[src/shared/wdtc_pkg.sv]
package wdtc_pkg;
	// Register indexes on the plain register port
	localparam logic [1:0] ADDR_CTRL = 2'h0;
	localparam logic [1:0] ADDR_COUNT = 2'h1;
	localparam logic [1:0] ADDR_ISTAT = 2'h2;
	localparam logic [1:0] ADDR_IMASK = 2'h3;
	// Field positions of timer_ctrl_status
	localparam int BIT_OVF = 7;
	localparam int BIT_MODE = 6;
	localparam int BIT_EN = 5;
	localparam int BIT_CKS_HI = 2;
	// Reset value: reserved bits 4 and 3 read as one
	localparam logic [7:0] CTRL_RESET = 8'h18;
	localparam logic [7:0] CTRL_FIXED_ONES = 8'h18;
	// Upper bytes that unlock a write (arbitrary values)
	localparam logic [7:0] PASS_CTRL = 8'hA5;
	localparam logic [7:0] PASS_COUNT = 8'h5A;
	// Interrupt status bits
	localparam int IST_WIDTH = 3;
	localparam int IST_INTERVAL = 0;
	localparam int IST_WATCHDOG = 1;
	localparam int IST_BADPASS = 2;
	// Watchdog overflow output pulse length in clock cycles
	localparam logic [2:0] WDO_CYCLES = 3'h4;
	// Prescaler width; clock select n divides by 2^(2n+1)
	localparam int PRESC_WIDTH = 16;
endpackage

[src/verilog/wdtc_top.sv]
// The strobed register port and the placing of the registers were decided locally.
`timescale 1ns/1ps
// Contract
// - An 8-bit control/status register selects count clock and timer mode.
// - Reset and hardware standby load the register with H'18.
// - Software standby leaves the register contents unchanged.
// - Interval mode sets bit 7 overflow flag when counter wraps FF to 00.
// - Watchdog mode never sets the overflow flag.
// - Flag clears only by a read seeing one, then writing zero.
// - Writing one to the flag leaves it unchanged.
// - In interval mode each overflow raises the interval interrupt request.
// - In watchdog mode each overflow drives the watchdog overflow output.
// - Control and counter writes without the correct password are ignored.
module wdtc_top (
	input wire logic core_clk_i,
	input wire logic rstn_i,
	input wire logic [1:0] addr_i,
	input wire logic [15:0] wdata_i,
	input wire logic wr_i,
	input wire logic rd_i,
	input wire logic sw_standby_i,
	input wire logic hw_standby_i,
	output logic [7:0] rdata_o,
	output logic interval_interrupt_request_o,
	output logic watchdog_overflow_output_o,
	output logic irq_o
);

	typedef struct packed {
		logic overflow_flag;
		logic timer_mode_select;
		logic timer_enable_bit;
		logic [2:0] clock_select;
		logic [7:0] count_register;
		logic [wdtc_pkg::PRESC_WIDTH-1:0] presc;
		logic clear_armed;
		logic [2:0] wdo_left;
		logic wdo;
		logic [wdtc_pkg::IST_WIDTH-1:0] istat;
		logic [wdtc_pkg::IST_WIDTH-1:0] imask;
		logic [7:0] rdata;
		logic irq;
	} wdtc_state_type;

	wdtc_state_type state;
	wdtc_state_type next_state;

	logic [7:0] ctrl_view;
	logic [wdtc_pkg::PRESC_WIDTH-1:0] tick_mask;
	logic tick;
	logic wrap;
	logic ctrl_wr;
	logic ctrl_wr_ok;
	logic count_wr_ok;

	// Assembled register image; reserved bits always read as one
	always_comb begin
		ctrl_view = wdtc_pkg::CTRL_FIXED_ONES;
		ctrl_view[wdtc_pkg::BIT_OVF] = state.overflow_flag;
		ctrl_view[wdtc_pkg::BIT_MODE] = state.timer_mode_select;
		ctrl_view[wdtc_pkg::BIT_EN] = state.timer_enable_bit;
		ctrl_view[wdtc_pkg::BIT_CKS_HI:0] = state.clock_select;
	end

	// Count tick: prescaler low bits all ones for the selected divide ratio
	always_comb begin
		tick_mask = '0;
		for (int i = 0; i < wdtc_pkg::PRESC_WIDTH; i++) begin
			if (i <= 2 * int'(state.clock_select)) begin
				tick_mask[i] = 1'b1;
			end
		end
		tick = ((state.presc & tick_mask) == tick_mask) && !sw_standby_i;
		wrap = tick && state.timer_enable_bit && (state.count_register == 8'hFF);
	end

	// Password check on the upper byte of each control and counter write
	assign ctrl_wr = wr_i && (addr_i == wdtc_pkg::ADDR_CTRL);
	assign ctrl_wr_ok = ctrl_wr && (wdata_i[15:8] == wdtc_pkg::PASS_CTRL);
	assign count_wr_ok = wr_i && (addr_i == wdtc_pkg::ADDR_COUNT) &&
		(wdata_i[15:8] == wdtc_pkg::PASS_COUNT);

	// Next state of the whole block
	always_comb begin
		next_state = state;
		next_state.rdata = 8'h00;

		// Prescaler runs freely outside software standby
		if (!sw_standby_i) begin
			next_state.presc = state.presc + {{(wdtc_pkg::PRESC_WIDTH-1){1'b0}}, 1'b1};
		end

		// Counter only advances while enabled; disabled holds it at zero
		if (!state.timer_enable_bit) begin
			next_state.count_register = 8'h00;
		end else if (tick) begin
			next_state.count_register = state.count_register + 8'h01;
		end

		// Watchdog pulse countdown
		if (state.wdo_left != 3'h0) begin
			next_state.wdo_left = state.wdo_left - 3'h1;
		end

		// Register reads; a read that sees the flag set arms the clear
		if (rd_i) begin
			case (addr_i)
				wdtc_pkg::ADDR_CTRL: begin
					next_state.rdata = ctrl_view;
					if (state.overflow_flag) begin
						next_state.clear_armed = 1'b1;
					end
				end
				wdtc_pkg::ADDR_COUNT: begin
					next_state.rdata = state.count_register;
				end
				wdtc_pkg::ADDR_ISTAT: begin
					next_state.rdata = {5'h00, state.istat};
				end
				wdtc_pkg::ADDR_IMASK: begin
					next_state.rdata = {5'h00, state.imask};
				end
				default: begin
					next_state.rdata = 8'h00;
				end
			endcase
		end

		// Software standby freezes the register against writes as well
		if (wr_i && !sw_standby_i) begin
			case (addr_i)
				wdtc_pkg::ADDR_CTRL: begin
					if (ctrl_wr_ok) begin
						next_state.timer_mode_select = wdata_i[wdtc_pkg::BIT_MODE];
						next_state.timer_enable_bit = wdata_i[wdtc_pkg::BIT_EN];
						next_state.clock_select = wdata_i[wdtc_pkg::BIT_CKS_HI:0];
						// Zero clears only after an arming read; one is ignored
						if (!wdata_i[wdtc_pkg::BIT_OVF] && state.clear_armed) begin
							next_state.overflow_flag = 1'b0;
						end
						next_state.clear_armed = 1'b0;
					end else begin
						next_state.istat[wdtc_pkg::IST_BADPASS] = 1'b1;
					end
				end
				wdtc_pkg::ADDR_COUNT: begin
					if (count_wr_ok) begin
						next_state.count_register = wdata_i[7:0];
					end else begin
						next_state.istat[wdtc_pkg::IST_BADPASS] = 1'b1;
					end
				end
				wdtc_pkg::ADDR_ISTAT: begin
					// Write one to clear; events below override the clear
					next_state.istat = state.istat & ~wdata_i[wdtc_pkg::IST_WIDTH-1:0];
				end
				wdtc_pkg::ADDR_IMASK: begin
					next_state.imask = wdata_i[wdtc_pkg::IST_WIDTH-1:0];
				end
				default: begin
					next_state.imask = state.imask;
				end
			endcase
		end

		// Overflow handling placed after the register writes so a set wins over a same-cycle clear
		if (wrap) begin
			if (!state.timer_mode_select) begin
				next_state.overflow_flag = 1'b1;
				next_state.istat[wdtc_pkg::IST_INTERVAL] = 1'b1;
			end else begin
				next_state.wdo_left = wdtc_pkg::WDO_CYCLES - 3'h1;
				next_state.istat[wdtc_pkg::IST_WATCHDOG] = 1'b1;
			end
		end
		next_state.wdo = wrap ? state.timer_mode_select : (state.wdo_left != 3'h0);

		// Hardware standby reinitialises the timer fields like a reset; event status, mask and read data are kept
		if (hw_standby_i) begin
			next_state.overflow_flag = 1'b0;
			next_state.timer_mode_select = 1'b0;
			next_state.timer_enable_bit = 1'b0;
			next_state.clock_select = 3'h0;
			next_state.count_register = 8'h00;
			next_state.presc = '0;
			next_state.clear_armed = 1'b0;
			next_state.wdo_left = 3'h0;
			next_state.wdo = 1'b0;
		end

		next_state.irq = |(next_state.istat & next_state.imask);
	end

	// State register; reset value of the control fields follows H'18
	always_ff @(posedge core_clk_i or negedge rstn_i) begin
		if (!rstn_i) begin
			state <= '0;
		end else begin
			state <= next_state;
		end
	end

	assign rdata_o = state.rdata;
	assign interval_interrupt_request_o = state.overflow_flag;
	assign watchdog_overflow_output_o = state.wdo;
	assign irq_o = state.irq;

	// Hardware standby leaves the register at its reset image
	chk_hw_standby_init: assert property (@(posedge core_clk_i) disable iff (!rstn_i)
		hw_standby_i |=> (ctrl_view == wdtc_pkg::CTRL_RESET))
		else $error("control register not H'18 after hardware standby");

	// Software standby keeps control contents
	chk_sw_standby_hold: assert property (@(posedge core_clk_i) disable iff (!rstn_i)
		(sw_standby_i && !hw_standby_i) |=> $stable(ctrl_view))
		else $error("control register changed in software standby");

	// Interval wrap sets the flag on the next edge
	chk_interval_ovf_set: assert property (@(posedge core_clk_i) disable iff (!rstn_i)
		(wrap && !state.timer_mode_select && !hw_standby_i) |=> state.overflow_flag)
		else $error("overflow flag not set on interval wrap");

	// Flag may only rise from an interval wrap
	chk_watchdog_no_ovf: assert property (@(posedge core_clk_i) disable iff (!rstn_i)
		$rose(state.overflow_flag) |-> ($past(wrap) && !$past(state.timer_mode_select)))
		else $error("overflow flag set without interval wrap");

	// A fall of the flag needs an arming read and a zero write
	chk_clear_sequence: assert property (@(posedge core_clk_i) disable iff (!rstn_i)
		($fell(state.overflow_flag) && !$past(hw_standby_i)) |->
			($past(state.clear_armed) && $past(ctrl_wr_ok) && !$past(wdata_i[7])))
		else $error("overflow flag cleared without read then zero write");

	// Writing one never clears the flag
	chk_write_one_keeps: assert property (@(posedge core_clk_i) disable iff (!rstn_i)
		(state.overflow_flag && ctrl_wr_ok && wdata_i[7] && !hw_standby_i) |=> state.overflow_flag)
		else $error("writing one changed the overflow flag");

	// Interval request follows each interval wrap
	chk_interval_request: assert property (@(posedge core_clk_i) disable iff (!rstn_i)
		(wrap && !state.timer_mode_select && !hw_standby_i) |=> interval_interrupt_request_o)
		else $error("interval request missing after wrap");

	// Watchdog wrap gives a pulse of exactly four cycles
	chk_watchdog_pulse: assert property (@(posedge core_clk_i) disable iff (!rstn_i)
		(wrap && state.timer_mode_select && !hw_standby_i)
			|=> ((!$rose(interval_interrupt_request_o) && watchdog_overflow_output_o) ##0
			watchdog_overflow_output_o[*4] ##1 !watchdog_overflow_output_o))
		else $error("watchdog overflow pulse wrong");

	// Bad password leaves mode, enable and clock select untouched
	chk_password_guard: assert property (@(posedge core_clk_i) disable iff (!rstn_i)
		(ctrl_wr && !ctrl_wr_ok && !sw_standby_i && !hw_standby_i) |=> ($stable(ctrl_view[6:0]) && state.istat[2]))
		else $error("control register changed by write without password");

	// Enabled counter advances by one on a tick
	chk_count_advance: assert property (@(posedge core_clk_i) disable iff (!rstn_i)
		(tick && state.timer_enable_bit && !wr_i && !hw_standby_i) |=>
			(state.count_register == $past(state.count_register) + 8'h01))
		else $error("counter did not advance on tick");

	// Disabled counter sits at zero
	chk_count_disabled: assert property (@(posedge core_clk_i) disable iff (!rstn_i)
		(!state.timer_enable_bit && !count_wr_ok) |=> (state.count_register == 8'h00))
		else $error("counter moved while disabled");

	// Password placed in upper byte only
	chk_password_byte: assert property (@(posedge core_clk_i) disable iff (!rstn_i)
		(ctrl_wr && (wdata_i[15:8] == wdtc_pkg::PASS_CTRL) && !sw_standby_i && !hw_standby_i)
			|=> (state.clock_select == $past(wdata_i[2:0])))
		else $error("password write did not load low byte");

	// Read data stands only in the cycle after the read
	chk_read_timing: assert property (@(posedge core_clk_i) disable iff (!rstn_i)
		(!rd_i) |=> (rdata_o == 8'h00))
		else $error("read data outside the answer cycle");

	// Interval wrap is also logged as a sticky event
	chk_interval_event: assert property (@(posedge core_clk_i) disable iff (!rstn_i)
		(wrap && !state.timer_mode_select && !hw_standby_i) |=> state.istat[wdtc_pkg::IST_INTERVAL])
		else $error("interval event bit not set on wrap");

	// Watchdog wrap is logged as a sticky event
	chk_watchdog_event: assert property (@(posedge core_clk_i) disable iff (!rstn_i)
		(wrap && state.timer_mode_select && !hw_standby_i) |=> state.istat[wdtc_pkg::IST_WATCHDOG])
		else $error("watchdog event bit not set on wrap");

	// A read that sees the flag set arms the clear
	chk_clear_arming: assert property (@(posedge core_clk_i) disable iff (!rstn_i)
		(rd_i && (addr_i == wdtc_pkg::ADDR_CTRL) && state.overflow_flag && !wr_i && !hw_standby_i) |=> state.clear_armed)
		else $error("flag read did not arm the clear");

	// Any accepted control write uses up the arming read
	chk_clear_disarm: assert property (@(posedge core_clk_i) disable iff (!rstn_i)
		(ctrl_wr_ok && !sw_standby_i && !hw_standby_i) |=> !state.clear_armed)
		else $error("clear still armed after control write");

	// Counter write with its password loads the low byte
	chk_count_load: assert property (@(posedge core_clk_i) disable iff (!rstn_i)
		(count_wr_ok && state.timer_enable_bit && !sw_standby_i && !hw_standby_i)
			|=> (state.count_register == $past(wdata_i[7:0])))
		else $error("counter write did not load low byte");

endmodule

[config.mk]
export PLATFORM = sky130hd
export DESIGN_NAME = wdtc_top
export DESIGN_NICKNAME = d
export VERILOG_FILES = /design/src/shared/wdtc_pkg.sv /design/src/verilog/wdtc_top.sv
export SDC_FILE = /design/constraint.sdc
export NUM_CORES = 1
export LEC_CHECK = 0
export BUFFER_PORTS_ARGS = -buffer_cell sky130_fd_sc_hd__buf_4
export CORE_MARGIN = 1
export CORE_UTILIZATION = 25
export DETAILED_ROUTE_END_ITERATION = 8
export PLACE_DENSITY = 0.45
export RECOVER_POWER = 100
export SYNTH_ARGS = -nofsm -noshare
export SYNTH_HDL_FRONTEND = slang
export SYNTH_SLANG_ARGS = --single-unit
[constraint.sdc]
create_clock -name core_clk_i -period 1.73 [get_ports core_clk_i]
set_input_delay 0.2595 -clock core_clk_i [delete_from_list [all_inputs] [get_ports core_clk_i]]
set_output_delay 0.2595 -clock core_clk_i [all_outputs]
set_load 0.01 [all_outputs]
# --- Yosys cells after proc, flatten, opt, wreduce, memory -nomap -nowiden ---
# Index checks and enable logic that the tools add are counted.
classes:
  addsub: 3
  mul: 0
  n_div: 0
  magnitude_cmp: 16
  eq_ne: 8
  shifts: 0
  n_mux: 49
  n_bitwise: 4
  n_reduce_logical: 18
ops:
  columns: ["op", "count"]
  rows:
  - ["$mux 8", 5]
  - ["$mux 35", 1]
  - ["$le 4x4->1 const A", 8]
  - ["$pmux 8 s4", 1]
  - ["$mux 1", 30]
  - ["$mux 6", 3]
  - ["$add 16x1->16 const B", 1]
  - ["$and 16x16->16", 1]
  - ["$eq 16x16->1", 1]
  - ["$eq 8x8->1 const B", 2]
  - ["$le 3x4->1 const A", 4]
  - ["$mux 16", 1]
  - ["$mux 14", 1]
  - ["$mux 3", 4]
  - ["$logic_and 1x1->1", 9]
  - ["$add 8x1->8 const B", 1]
  - ["$eq 8x7->1 const B", 1]
  - ["$le 1x4->1 const A", 2]
  - ["$le 2x4->1 const A", 2]
  - ["$and 3x3->3", 2]
  - ["$reduce_bool 2->1", 3]
  - ["$eq 2x2->1 const B", 2]
  - ["$mux 2", 2]
  - ["$not 3->3", 1]
  - ["9 further kinds", 10]
totals:
  register_bits: 50
  latch_bits: 0
  ramBits: 0
  mem_bits_ro: 0
  output_inout_bits: 11
  elab_cells: 111
  n_memories: 0

# --- Logic depth before layout (Yosys ltp) ---
# Gate-level depths: netlist of the first run.
depth:
  word_depth: 13
  mapped_depth: 7
  ltp_nobuf: 6

# --- Worst setup path after synthesis of the first run ---
# Ideal clock, no wire load.
synth_timing:
  path_kind: "flip-flop to flip-flop"
  startpoint: "register state[29] in the netlist's numbering"
  endpoint: "register state[43] in the netlist's numbering"
  setup_ns: 0.124
  t_arrival_ns: 1.422
  required_time_ns: 1.606
  path_slack_ns: 0.184
  path_stages_with_launch: 6
  cell_sequence: "dfrtp_1 -> nand2_2 -> a221o_1 -> a2111oi_4 -> a31o_1 -> nand3_1"
synth_lines:
  columns: ["item", "line", "rtl"]
  rows:
  - ["start: declaration", "wdtc_top.sv:45", "wdtc_state_type state;"]
  - ["start signal: assignment", "wdtc_top.sv:199", "state <= next_state;"]

==> metrics.log, run 1 <==
[metrics] result of the run: finished clean
[metrics] Hold/Removal Path Class: in -> reg
[metrics] antenna-violating nets left: 0
[metrics] post-placement cell count: 471
[metrics] Worst Path Arrival: ~1.8 ns
[metrics] sequential power share: 0.443
[metrics] starting utilization of the core area: 0.261
[metrics] element type at the critical path end: flip-flop
[metrics] CTS Sinks: between 40 and 50
[metrics] diode count: 0
[metrics] core occupancy in the finished layout: 0.315
[metrics] count of unique library cells instantiated by Yosys: 63
[metrics] clock transition at the registers of the reported paths: 0.07 ns
[metrics] number of max-cap violations: 0
[metrics] combinational fraction of design power: 0.148
[metrics] average instance area after synthesis: just under 10 µm²
[metrics] number of buffer cells added on primary ports: 34
[metrics] Slew Limit Headroom: 0.146
[metrics] core area: about 11000 µm²
[metrics] non-filler cells in the finished layout: just under 500
[metrics] Post-DP HPWL: around 5600 µm
[metrics] root buffer cell: sky130_fd_sc_hd__clkbuf_16
[metrics] worst-case hold slack: just over 0.2 ns
[metrics] Register-to-Register Setup Slack: roughly 0.068 ns
[metrics] net total in the final layout: around 370
[metrics] gate family responsible for the most delay along the worst path: compound AO/OA/AOI/OAI gates
[metrics] fraction of final layout cells with drive strength greater than 1: 0.217
[metrics] leading cell type in the layout, fill and taps excluded: sky130_fd_sc_hd__dfrtp_1
[metrics] maximum clock frequency: 602 MHz
[metrics] number of global-route vias before repair: between 2000 and 2500
[metrics] initial antenna violation count: 0
[metrics] largest net degree at the start of global routing: 50
[metrics] biggest area consumer among synthesized cells: sky130_fd_sc_hd__dfrtp_1
[metrics] Critical Path Max Stage Delay: ~0.37 ns
[metrics] remaining routing DRC violations: 0
[metrics] endpoint of the most critical register-to-register path: state[18]
[metrics] Required @ worst endpoint: around 1.9 ns
[metrics] number of primary I/O pins: 35
[metrics] Power per Cell Area: roughly 820 nW/µm²
[metrics] weighted congestion reported at the end of routability-driven placement: around 0.84
[metrics] die span in x: 109 µm
[metrics] cell with the largest stage delay on the worst path: sky130_fd_sc_hd__dfrtp_1
[metrics] maximum clock skew at final layout: around 0.0057 ns
[metrics] total leakage power: ~1.5 nW
[metrics] shortest period the worst path allows: ~1.7 ns
[metrics] Worst Max-Slew Pin Slew: around 1.3 ns
[metrics] combined buffer and inverter count along the critical path: 0
[metrics] critical path startpoint: state[30]
[metrics] Internal Dissipation: 2.13 mW
[metrics] Die Span Y: 109 µm
[metrics] share of the yosys chip area belonging to registers: 0.426
[metrics] Cell Chain, Critical Path: nand2_2 -> a221oi_2 -> o211a_2 -> nand4_2 -> nor3b_1
[metrics] most frequent cells in the layout: sky130_fd_sc_hd__dfrtp_1 (48), sky130_fd_sc_hd__nor2_1 (36), sky130_fd_sc_hd__buf_4 (35)
[metrics] share of flip-flops with an asynchronous set or reset after synthesis: 1.00
[metrics] Total Routed Length: about 7600 µm
[metrics] number of vias after detailed routing: about 2300
[metrics] setup repair after global routing missed its margin: false
[metrics] fill count: roughly 1200
[metrics] pins over their slew limit: 0
[metrics] area grow syn2layout: 20.8%
[metrics] TritonCTS clock tree: yes
[metrics] IR Drop Worst-Case VDD: 0.000366 V
[metrics] dominant cells by area after synthesis: sky130_fd_sc_hd__dfrtp_1 (43%), sky130_fd_sc_hd__nor2_1 (4.7%), sky130_fd_sc_hd__nand2_1 (3.8%)
[metrics] overall overflow remaining after global route: 0
[metrics] clock network power share: 0.409
[metrics] Final Hold Viols: 0
[metrics] switching power share of the total: 0.254
[metrics] site row count: 38
[metrics] worst setup path endpoint: state[18]
[metrics] insertion delay of the later-clocked pin in the worst-skew pair: slightly below 0.3 ns
[metrics] flip-flop and latch count after synthesis: between 40 and 50
[metrics] top_reg_cell synth: sky130_fd_sc_hd__dfrtp_1
[metrics] area share of the largest cell type after synthesis: 0.426
[metrics] Worst Setup Path Type: reg -> reg
[metrics] WL/cell: about 16 µm
[metrics] Stages on worst setup path: 5
[metrics] number of cells on the worst reg-to-reg path: 5
[metrics] startpoint of the worst-slack reg-to-reg timing path: state[30]
[metrics] highest fanout seen on the critical path: 7
[metrics] Starting DRT DRC Count: 84
[metrics] combined global-route utilization of all metal layers: 0.135
[metrics] cts-stage hold buffer count: 0
[metrics] floorplan die area: roughly 12000 µm²
[metrics] Avg Vias per Cell: ~4.8
[metrics] global-route wire length before repair: ~12000 µm
[metrics] syn_nets: approximately 320
[metrics] number of buffers created by CTS: 5
[metrics] worst setup slack after placement: -0.0226 ns
[metrics] depth of the CTS H-tree: 2
[metrics] switching power total: 725 µW
[metrics] synth warn: 0
[metrics] router iterations before antenna repair: 4
[metrics] final critical-path share of the clock period: 0.961
[metrics] number of failing setup endpoints in the final timing report: 0
[metrics] number of buffers between clock root and the deepest sink: 2
[metrics] worst setup margin: just under 0.07 ns
[metrics] number of flops mapped to enable cells by yosys: 0
[metrics] Critical Path Source Type: flip-flop
[metrics] synthesized cell area: approximately 2900 µm²
[metrics] cell count after synthesis: 293
==> registers in the layout, summed over array words and instances (netlist names) <==
signal                        cells
ctrl_view                         5
irq_o                             1
watchdog_overflow_output_o        1
interval_interrupt_request_o      1
state                            33
rdata_o                           8
==> layer usage <==
layer / global-route usage / up-vias / wire length [µm]
met4: 0.0343 / 0 / 101
li1: - / 1129 / -
met3: 0.0257 / 11 / 302
met5: 0 / - / 0
met2: 0.219 / 41 / 3580
met1: 0.184 / 1123 / 3640
==> logic make-up after synthesis <==
kind of cell / after synthesis / share of synthesized area
and+or+nand+nor: 133 / 0.257
AOI/OAI and AO/OA: 50 / 0.136
DFF: 49 / 0.426
buffers and inverters: 33 / 0.0666
xor gates and xnor gates: 13 / 0.0396
muxes: 11 / 0.0574
adders and majority gates: 4 / 0.0174
==> final cells by class <==
type	count	area, µm²	area share
clock buffer	7	143	0.0411
inverter	13	48.8	0.0140
multi-input combinational	211	1480	0.425
sequential	49	1230	0.353
clock inverter	1	30.0	0.00864
tap	140	175	0.0504
timing repair buffer	60	374	0.108
==> repair_timing <==
item	4_1_cts	5_1_grt
gates cloned	0	0
pin swaps	1	2
endpoints found under the hold margin	0	0
endpoints found under the setup margin	6	10
setup buffers	1	1
gates resized for setup	4	3
==> per-stage QoR <==
stage / cell area (µm²) / total power [mW] / TNS [ns]
3_5_place_dp: 3340 / 1.74 / -0.0251
4_1_cts: 3540 / 2.91 / 0
5_1_grt: 3470 / 3.01 / 0
2_1_floorplan: 2880 / 1.55 / 0
6_report: 3470 / 2.85 / 0
3_3_place_gp: 3340 / 1.73 / 0
==> power by group through the flow <==
stage	clock network (mW)	logic (mW)	registers (mW)
final	1.17	0.422	1.27
after global routing	1.25	0.482	1.27
after CTS	1.19	0.452	1.27
after detailed placement	0	0.450	1.29
after global placement	0	0.444	1.29
after floorplan	0	0.278	1.28
==> cells in the mapped netlist (all sizes together) (2+ instances only) <==
cell type,number
nor4,2
nand4,12
buf,17
xnor2,9
nor2b,6
nor3b,4
a31o,2
nand2b,4
o21ai,13
and2,4
and3,3
and3b,2
nand2,30
ha,4
nand3,15
a32oi,4
xor2,4
and4bb,2
o21a,2
o211ai,8
and4,2
inv,13
nor2,36
a21oi,9
dfrtp,49
nor3,4
mux4,4
mux2i,6
clkbuf,3
==> how the worst min path moves through the flow <==
stage               startpoint            to  depth (start not counted)
global placement        rstn_i     state[27]                          1
global route        wdata_i[3]     state[39]                          3
CTS                     rstn_i     state[27]                          1
floorplan               rstn_i  ctrl_view[0]                          0
finish                    rd_i    rdata_o[1]                          2
detailed placement      rstn_i     state[27]                          1
No activity file was read; power rests on OpenSTA's default activity.
==> run 2, diff against run 1 <==
--- a/config.mk
+++ b/config.mk
@@ -5,6 +5,7 @@
 export SDC_FILE = /design/constraint.sdc
 export NUM_CORES = 1
 export LEC_CHECK = 0
+export ABC_AREA = 1
 export BUFFER_PORTS_ARGS = -buffer_cell sky130_fd_sc_hd__buf_4
 export CORE_MARGIN = 1
 export CORE_UTILIZATION = 25
==> run 2 against run 1 <==
Compared with the run above: combinational power fell by 2%; non-clock buffer count fell by 17; wire length fell by 9.8%; core utilization fell by 0.85 points; setup slack improved by 0.035 ns; clock-buffer cell count fell by 1; register-to-register slack improved by 0.04 ns; cell area fell by 8.5%; via count rose by 1.0%; largest cell class unchanged.
==> metrics.log, run 2 <==
[metrics] number of max-cap violations: 0
[metrics] core area: between 10000 and 15000 µm²
[metrics] WL/cell: roughly 13 µm
[metrics] combinational fraction of design power: 0.176
[metrics] share of flip-flops with an asynchronous set or reset after synthesis: 1.00
[metrics] floorplan die area: 11200 µm²
[metrics] die span in x: between 100 and 150 µm
[metrics] cell count after synthesis: roughly 350
[metrics] biggest area consumer among synthesized cells: sky130_fd_sc_hd__dfrtp_1
[metrics] initial antenna violation count: 0
[metrics] number of flops mapped to enable cells by yosys: 0
[metrics] syn_nets: around 380
[metrics] highest fanout seen on the critical path: 4
[metrics] insertion delay of the later-clocked pin in the worst-skew pair: 0.30 ns
[metrics] maximum clock skew at final layout: between 0.002 and 0.003 ns
[metrics] fraction of final layout cells with drive strength greater than 1: 0.164
[metrics] uppermost layer routed: met4
[metrics] Final Hold Viols: 0
[metrics] DRT met1 WL: 3350 µm
[metrics] number of failing setup endpoints in the final timing report: 0
[metrics] number of flip-flops under the largest register name: 33
[metrics] remaining routing DRC violations: 0
[metrics] fill count: about 1200
[metrics] Internal Dissipation: 1.67 mW
[metrics] flip-flop and latch count after synthesis: 49
[metrics] antenna-violating nets left: 0
[metrics] Post-DP HPWL: between 5000 and 6000 µm
[metrics] weighted congestion reported at the end of routability-driven placement: about 0.8
[metrics] number of buffer cells added on primary ports: 34
[metrics] combined global-route utilization of all metal layers: 0.130
[metrics] core occupancy in the finished layout: 0.306
[metrics] shortest period the worst path allows: about 1.6 ns
[metrics] synthesized cell area: approximately 2700 µm²
[metrics] Worst Path Arrival: between 1.5 and 2 ns
[metrics] global-route wire length before repair: about 11000 µm
[metrics] maximum clock frequency: 615 MHz
[metrics] dominant cells by area after synthesis: sky130_fd_sc_hd__dfrtp_1 (45%), sky130_fd_sc_hd__nand2_1 (12%), sky130_fd_sc_hd__inv_1 (5.6%)
[metrics] cts-stage hold buffer count: 0
[metrics] Avg Vias per Cell: about 4.4
[metrics] switching power share of the total: 0.292
[metrics] endpoint of the most critical register-to-register path: irq_o
[metrics] depth of the CTS H-tree: 2
[metrics] Worst Setup Path Type: reg -> reg
[metrics] leading cell type in the layout, fill and taps excluded: sky130_fd_sc_hd__nand2_1
[metrics] library cell with the highest instance count after synthesis: sky130_fd_sc_hd__nand2_1
[metrics] Worst Max-Slew Pin Slew: 1.30 ns
[metrics] share of the yosys chip area belonging to registers: 0.455
[metrics] Required @ worst endpoint: slightly below 2 ns
[metrics] synth warn: 0
[metrics] Starting DRT DRC Count: about 180
[metrics] Total Routed Length: 6880 µm
[metrics] clock transition at the registers of the reported paths: 0.09 ns
[metrics] area grow syn2layout: 17.9%
[metrics] Commonest cells post-synth: sky130_fd_sc_hd__nand2_1 (88), sky130_fd_sc_hd__dfrtp_1 (49), sky130_fd_sc_hd__inv_1 (40)
[metrics] IR Drop Worst-Case VDD: about 0.00037 V
[metrics] total power of the final layout: ~2.4 mW
[metrics] average instance area after synthesis: 7.73 µm²
[metrics] worst setup slack after placement: roughly 0.025 ns
[metrics] number of primary I/O pins: 35
[metrics] Power per Cell Area: between 700 and 800 nW/µm²
[metrics] Critical Path Source Type: flip-flop
[metrics] sequential cell area: around 1200 µm²
[metrics] largest register by flop count: state
[metrics] hold endpoint: state[39]
[metrics] Multi-input gate area: roughly 1200 µm²
[metrics] hold path startpoint: wdata_i[3]
[metrics] switching power total: slightly below 700 µW
[metrics] Hold/Removal Path Class: in -> reg
[metrics] final critical-path share of the clock period: 0.941
[metrics] root buffer cell: sky130_fd_sc_hd__clkbuf_8
[metrics] router iterations before antenna repair: 5
[metrics] total leakage power: 1.46 nW
[metrics] result of the run: finished clean
[metrics] diode count: 0
[metrics] overall overflow remaining after global route: 0
[metrics] pins over their slew limit: 0
[metrics] number of vias after detailed routing: around 2300
[metrics] area share of the largest cell type after synthesis: 0.455
[metrics] clock network power share: 0.291
[metrics] top_reg_cell synth: sky130_fd_sc_hd__dfrtp_1
[metrics] count of cells along the worst hold path: 3
[metrics] number of buffers created by CTS: 5
[metrics] Slew Limit Headroom: 0.134
[metrics] count of unique library cells instantiated by Yosys: 33
[metrics] met3 routed WL: 325 µm
[metrics] sequential power share: 0.533
[metrics] number of buffers between clock root and the deepest sink: 2
[metrics] site row count: 37
[metrics] element type at the critical path end: flip-flop
[metrics] startpoint of the worst-slack reg-to-reg timing path: state[36]
[metrics] Setup TNS: 0 ns
[metrics] Register-to-Register Setup Slack: about 0.10 ns
[metrics] largest net degree at the start of global routing: 50
[metrics] net total in the final layout: 417
[metrics] starting utilization of the core area: 0.260
[metrics] most frequent cells in the layout: sky130_fd_sc_hd__nand2_1 (89), sky130_fd_sc_hd__dfrtp_1 (49), sky130_fd_sc_hd__inv_1 (41)
[metrics] CTS Sinks: just under 50
[metrics] routed wire length on met2: 3160 µm
[metrics] Die Span Y: between 100 and 150 µm
[metrics] worst setup margin: between 0.1 and 0.15 ns
[metrics] number of global-route vias before repair: 2350
[metrics] setup repair after global routing missed its margin: true
[metrics] TritonCTS clock tree: yes
[metrics] number of cells on the worst reg-to-reg path: 8
run 2: cell types whose count changed after synthesis, sizes merged, moves of 6 or more:
cell    previous run  this run
o21ai             13        23
inv               13        48
buf               17         8
nand3             15        32
nor2b              6         0
xnor2              9         0
mux2i              6         0
nand2             30        93
a21oi              9        20
o211ai             8         0
nand4             12         4
run 2: logic make-up after synthesis:
logic type | count (synthesis) | synth area share
simple gates | 177 | 0.303
compound gates | 57 | 0.123
buf+inv | 60 | 0.0947
fa+ha+maj | 4 | 0.0186
flops | 49 | 0.455
xor+xnor | 2 | 0.00650
run 2: worst max path at each step:
stage,from,to,slack [ns]
after global routing,state[36],irq_o,-0.01
after CTS,state[36],irq_o,0.02
after floorplan,state[36],watchdog_overflow_output_o,0.26
final,state[36],irq_o,0.10
after detailed placement,state[36],irq_o,0.02
after global placement,state[36],irq_o,0.01
run 2: layout make-up:
cell class,count,share of cell area
clock buffers,6,0.0228
clock inverters,2,0.00433
inverters,50,0.0591
multi-input cells,240,0.388
flip-flops and latches,49,0.386
well taps,136,0.0535
repair buffers,43,0.0866
run 2: what timing repair did:
item,4_1_cts,5_1_grt
pin swaps,0,3
buffers inserted,0,3
gates resized for setup,1,8
endpoints found under the setup margin,1,6
run 2: power groups by stage:
stage                     clock network, mW  logic [mW]  registers [mW]
after floorplan                           0       0.264            1.28
final                                 0.687       0.415            1.26
after global routing                  0.763       0.489            1.27
after CTS                             0.723       0.440            1.26
after global placement                    0       0.435            1.28
after detailed placement                  0       0.438            1.28
run 2: worst max-delay path: stages (launching register included):
cell,delay [ns]
sky130_fd_sc_hd__dfrtp_1,0.41
sky130_fd_sc_hd__ha_2,0.23
sky130_fd_sc_hd__nand3_2,0.12
sky130_fd_sc_hd__nor3_2,0.19
sky130_fd_sc_hd__buf_4,0.15
sky130_fd_sc_hd__nand4_1,0.18
sky130_fd_sc_hd__nand2_1,0.14
sky130_fd_sc_hd__nand2_1,0.07
sky130_fd_sc_hd__nand3_1,0.08
run 2: per-layer routing:
layer,up-vias,GRT usage
li1,1216,-
met1,1063,0.170
met2,45,0.219
met3,4,0.0291
met4,0,0.0228
met5,-,0
run 2: stage by stage:
stage                     hold WS, ns  cells  cell area, µm²
final                           0.154    526            3180
after global routing            0.169    526            3180
after CTS                     0.00387    523            3190
after detailed placement        0.339    515            3100
after global placement          0.343    515            3100
after floorplan               -0.0361    349            2700
==> run 3, diff against run 2 <==
--- a/config.mk
+++ b/config.mk
@@ -7,11 +7,12 @@
 export LEC_CHECK = 0
 export ABC_AREA = 1
 export BUFFER_PORTS_ARGS = -buffer_cell sky130_fd_sc_hd__buf_4
+export CAP_MARGIN = 5
 export CORE_MARGIN = 1
 export CORE_UTILIZATION = 25
 export DETAILED_ROUTE_END_ITERATION = 8
 export PLACE_DENSITY = 0.45
-export RECOVER_POWER = 100
+export RECOVER_POWER = 25
 export SYNTH_ARGS = -nofsm -noshare
 export SYNTH_HDL_FRONTEND = slang
 export SYNTH_SLANG_ARGS = --single-unit
==> run 3 against run 2 <==
Compared with the run above: via count is 0.21% lower; clock skew barely moved; worst hold slack gained 0.0031 ns; critical path depth did not move; core utilization grew 0.65 points; non-clock buffer count is the same; die area is the same; critical path type unchanged; largest cell class unchanged.
==> metrics.log, run 3 (synthesis results as in run 2) <==
[metrics] site row count: 37
[metrics] Final Hold Viols: 0
[metrics] Power per Cell Area: 732 nW/µm²
[metrics] gate family responsible for the most delay along the worst path: simple AND/OR/NAND/NOR gates
[metrics] cts-stage hold buffer count: 0
[metrics] number of flip-flops under the largest register name: 33
[metrics] total leakage power: 1.51 nW
[metrics] overall overflow remaining after global route: 0
[metrics] worst setup margin: approximately 0.080 ns
[metrics] weighted congestion reported at the end of routability-driven placement: 0.795
[metrics] area grow syn2layout: 20.4%
[metrics] Slew Limit Headroom: 0.134
[metrics] depth of the CTS H-tree: 2
[metrics] critical path startpoint: state[36]
[metrics] largest register by flop count: state
[metrics] Cell Chain, Critical Path: ha_2 -> nand3_2 -> nor3_2 -> buf_4 -> nand4_1 -> nand2_1 -> nand2_1 -> nand3_1
[metrics] router iterations before antenna repair: 6
[metrics] remaining routing DRC violations: 0
[metrics] number of buffers created by CTS: 5
[metrics] Critical Path Source Type: flip-flop
[metrics] number of buffer cells added on primary ports: 34
[metrics] global-route wire length before repair: 11500 µm
[metrics] count of cells along the worst hold path: 3
[metrics] WL/cell: approximately 13 µm
[metrics] maximum clock skew at final layout: approximately 0.0025 ns
[metrics] fill count: around 1100
[metrics] highest fanout seen on the critical path: 4
[metrics] core area: approximately 10000 µm²
[metrics] result of the run: finished clean
[metrics] fraction of final layout cells with drive strength greater than 1: 0.213
[metrics] total power of the final layout: 2.38 mW
[metrics] number of global-route vias before repair: between 2000 and 2500
[metrics] number of max-cap violations: 0
[metrics] post-route design area: 3250 µm²
[metrics] root buffer cell: sky130_fd_sc_hd__clkbuf_8
[metrics] cell with the largest stage delay on the worst path: sky130_fd_sc_hd__dfrtp_1
[metrics] number of cells on the worst reg-to-reg path: 8
[metrics] IR Drop Worst-Case VDD: ~0.00037 V
[metrics] startpoint of the worst-slack reg-to-reg timing path: state[36]
[metrics] shortest period the worst path allows: ~1.7 ns
[metrics] Total Routed Length: ~6900 µm
[metrics] hold path startpoint: wdata_i[3]
[metrics] worst setup path endpoint: irq_o
[metrics] worst setup slack after placement: 0.0247 ns
[metrics] antenna-violating nets left: 0
[metrics] Stages on worst setup path: 8
[metrics] number of primary I/O pins: 35
[metrics] element type at the critical path end: flip-flop
[metrics] Worst Path Arrival: ~1.9 ns
[metrics] number of vias after detailed routing: between 2000 and 2500
[metrics] Post-DP HPWL: 5220 µm
[metrics] largest net degree at the start of global routing: 50
[metrics] number of failing setup endpoints in the final timing report: 0
[metrics] combined global-route utilization of all metal layers: 0.130
[metrics] floorplan die area: between 10000 and 15000 µm²
[metrics] number of buffers between clock root and the deepest sink: 2
[metrics] Worst Setup Path Type: reg -> reg
[metrics] initial antenna violation count: 0
[metrics] most prevalent standard cell on the critical path: sky130_fd_sc_hd__nand2_1
[metrics] Starting DRT DRC Count: approximately 180
[metrics] clock transition at the registers of the reported paths: approximately 0.090 ns
[metrics] leading cell type in the layout, fill and taps excluded: sky130_fd_sc_hd__nand2_1
[metrics] Setup TNS: 0 ns
[metrics] combined buffer and inverter count along the critical path: 1
[metrics] Die Span Y: roughly 110 µm
[metrics] Avg Vias per Cell: about 4.4
[metrics] Register-to-Register Setup Slack: between 0.07 and 0.08 ns
[metrics] setup repair after global routing missed its margin: true
[metrics] Critical Path Max Stage Delay: between 0.4 and 0.5 ns
[metrics] net total in the final layout: 417
[metrics] final critical-path share of the clock period: 0.954
[metrics] CTS Sinks: 49
[metrics] Required @ worst endpoint: between 1.5 and 2 ns
[metrics] diode count: 0
[metrics] insertion delay of the later-clocked pin in the worst-skew pair: roughly 0.30 ns
[metrics] die span in x: roughly 110 µm
[metrics] most frequent cells in the layout: sky130_fd_sc_hd__nand2_1 (87), sky130_fd_sc_hd__dfrtp_1 (49), sky130_fd_sc_hd__buf_4 (42)
[metrics] Worst Max-Slew Pin Slew: about 1.3 ns
[metrics] Hold/Removal Path Class: in -> reg
[metrics] placed cell areas: about 3100 µm²
[metrics] TritonCTS clock tree: yes
[metrics] endpoint of the most critical register-to-register path: irq_o
[metrics] starting utilization of the core area: 0.260
[metrics] maximum clock frequency: about 610 MHz
[metrics] pins over their slew limit: 0
## run 3: cell types whose count changed in the layout (fill, tap and decap cells not counted), sizes merged
| cell | previous run | this run |
|---|---|---|
| buf | 29 | 42 |
| clkbuf | 20 | 7 |
## run 3: worst min path at each step
| stage | end | slack [ns] |
|---|---|---|
| floorplan | ctrl_view[0] | -0.04 |
| global placement | rdata_o[5] | 0.34 |
| detailed placement | state[14] | 0.34 |
| CTS | rdata_o[7] | 0.004 |
| global route | state[40] | 0.17 |
| finish | state[39] | 0.16 |
## run 3: area by class of cell
cell class              count  area [µm²]  share of cell area
clock buffers               6        72.6              0.0224
clock inverters             2        13.8             0.00424
inverters                  50         188              0.0578
multi-input cells         240        1250               0.387
flip-flops and latches     49        1230               0.378
well taps                 136         170              0.0524
repair buffers             43         320              0.0987
## run 3: where the power goes
group	switching (mW)	internal, mW	total, mW
Sequential	0.0430	1.22	1.26
Combinational	0.252	0.183	0.435
Clock	0.394	0.289	0.683
## run 3: through the flow
step	hold WS, ns	std cells	util
finish	0.157	526	0.313
global route	0.169	526	0.313
global placement	0.343	515	0.299
detailed placement	0.339	515	0.299
floorplan	-0.0361	349	-
CTS	0.00387	523	0.308
## run 3: timing repair
action,CTS,global route
endpoints found under the setup margin,1,6
resized for setup,1,8
pin swaps,0,3
setup buffers,0,3
## run 3: worst min-delay path, cell delays in order
cell and delay, ns:
sky130_fd_sc_hd__buf_4 0.07, sky130_fd_sc_hd__nand2_1 0.04, sky130_fd_sc_hd__nand2_1 0.05
## run 3: per-layer routing
layer  GRT usage  vias up  part of all wire
met5           0        -                 0
met4      0.0228        0            0.0058
met2       0.219       34              0.47
met3      0.0291        4             0.036
li1            -     1220                 -
met1       0.170     1065              0.49
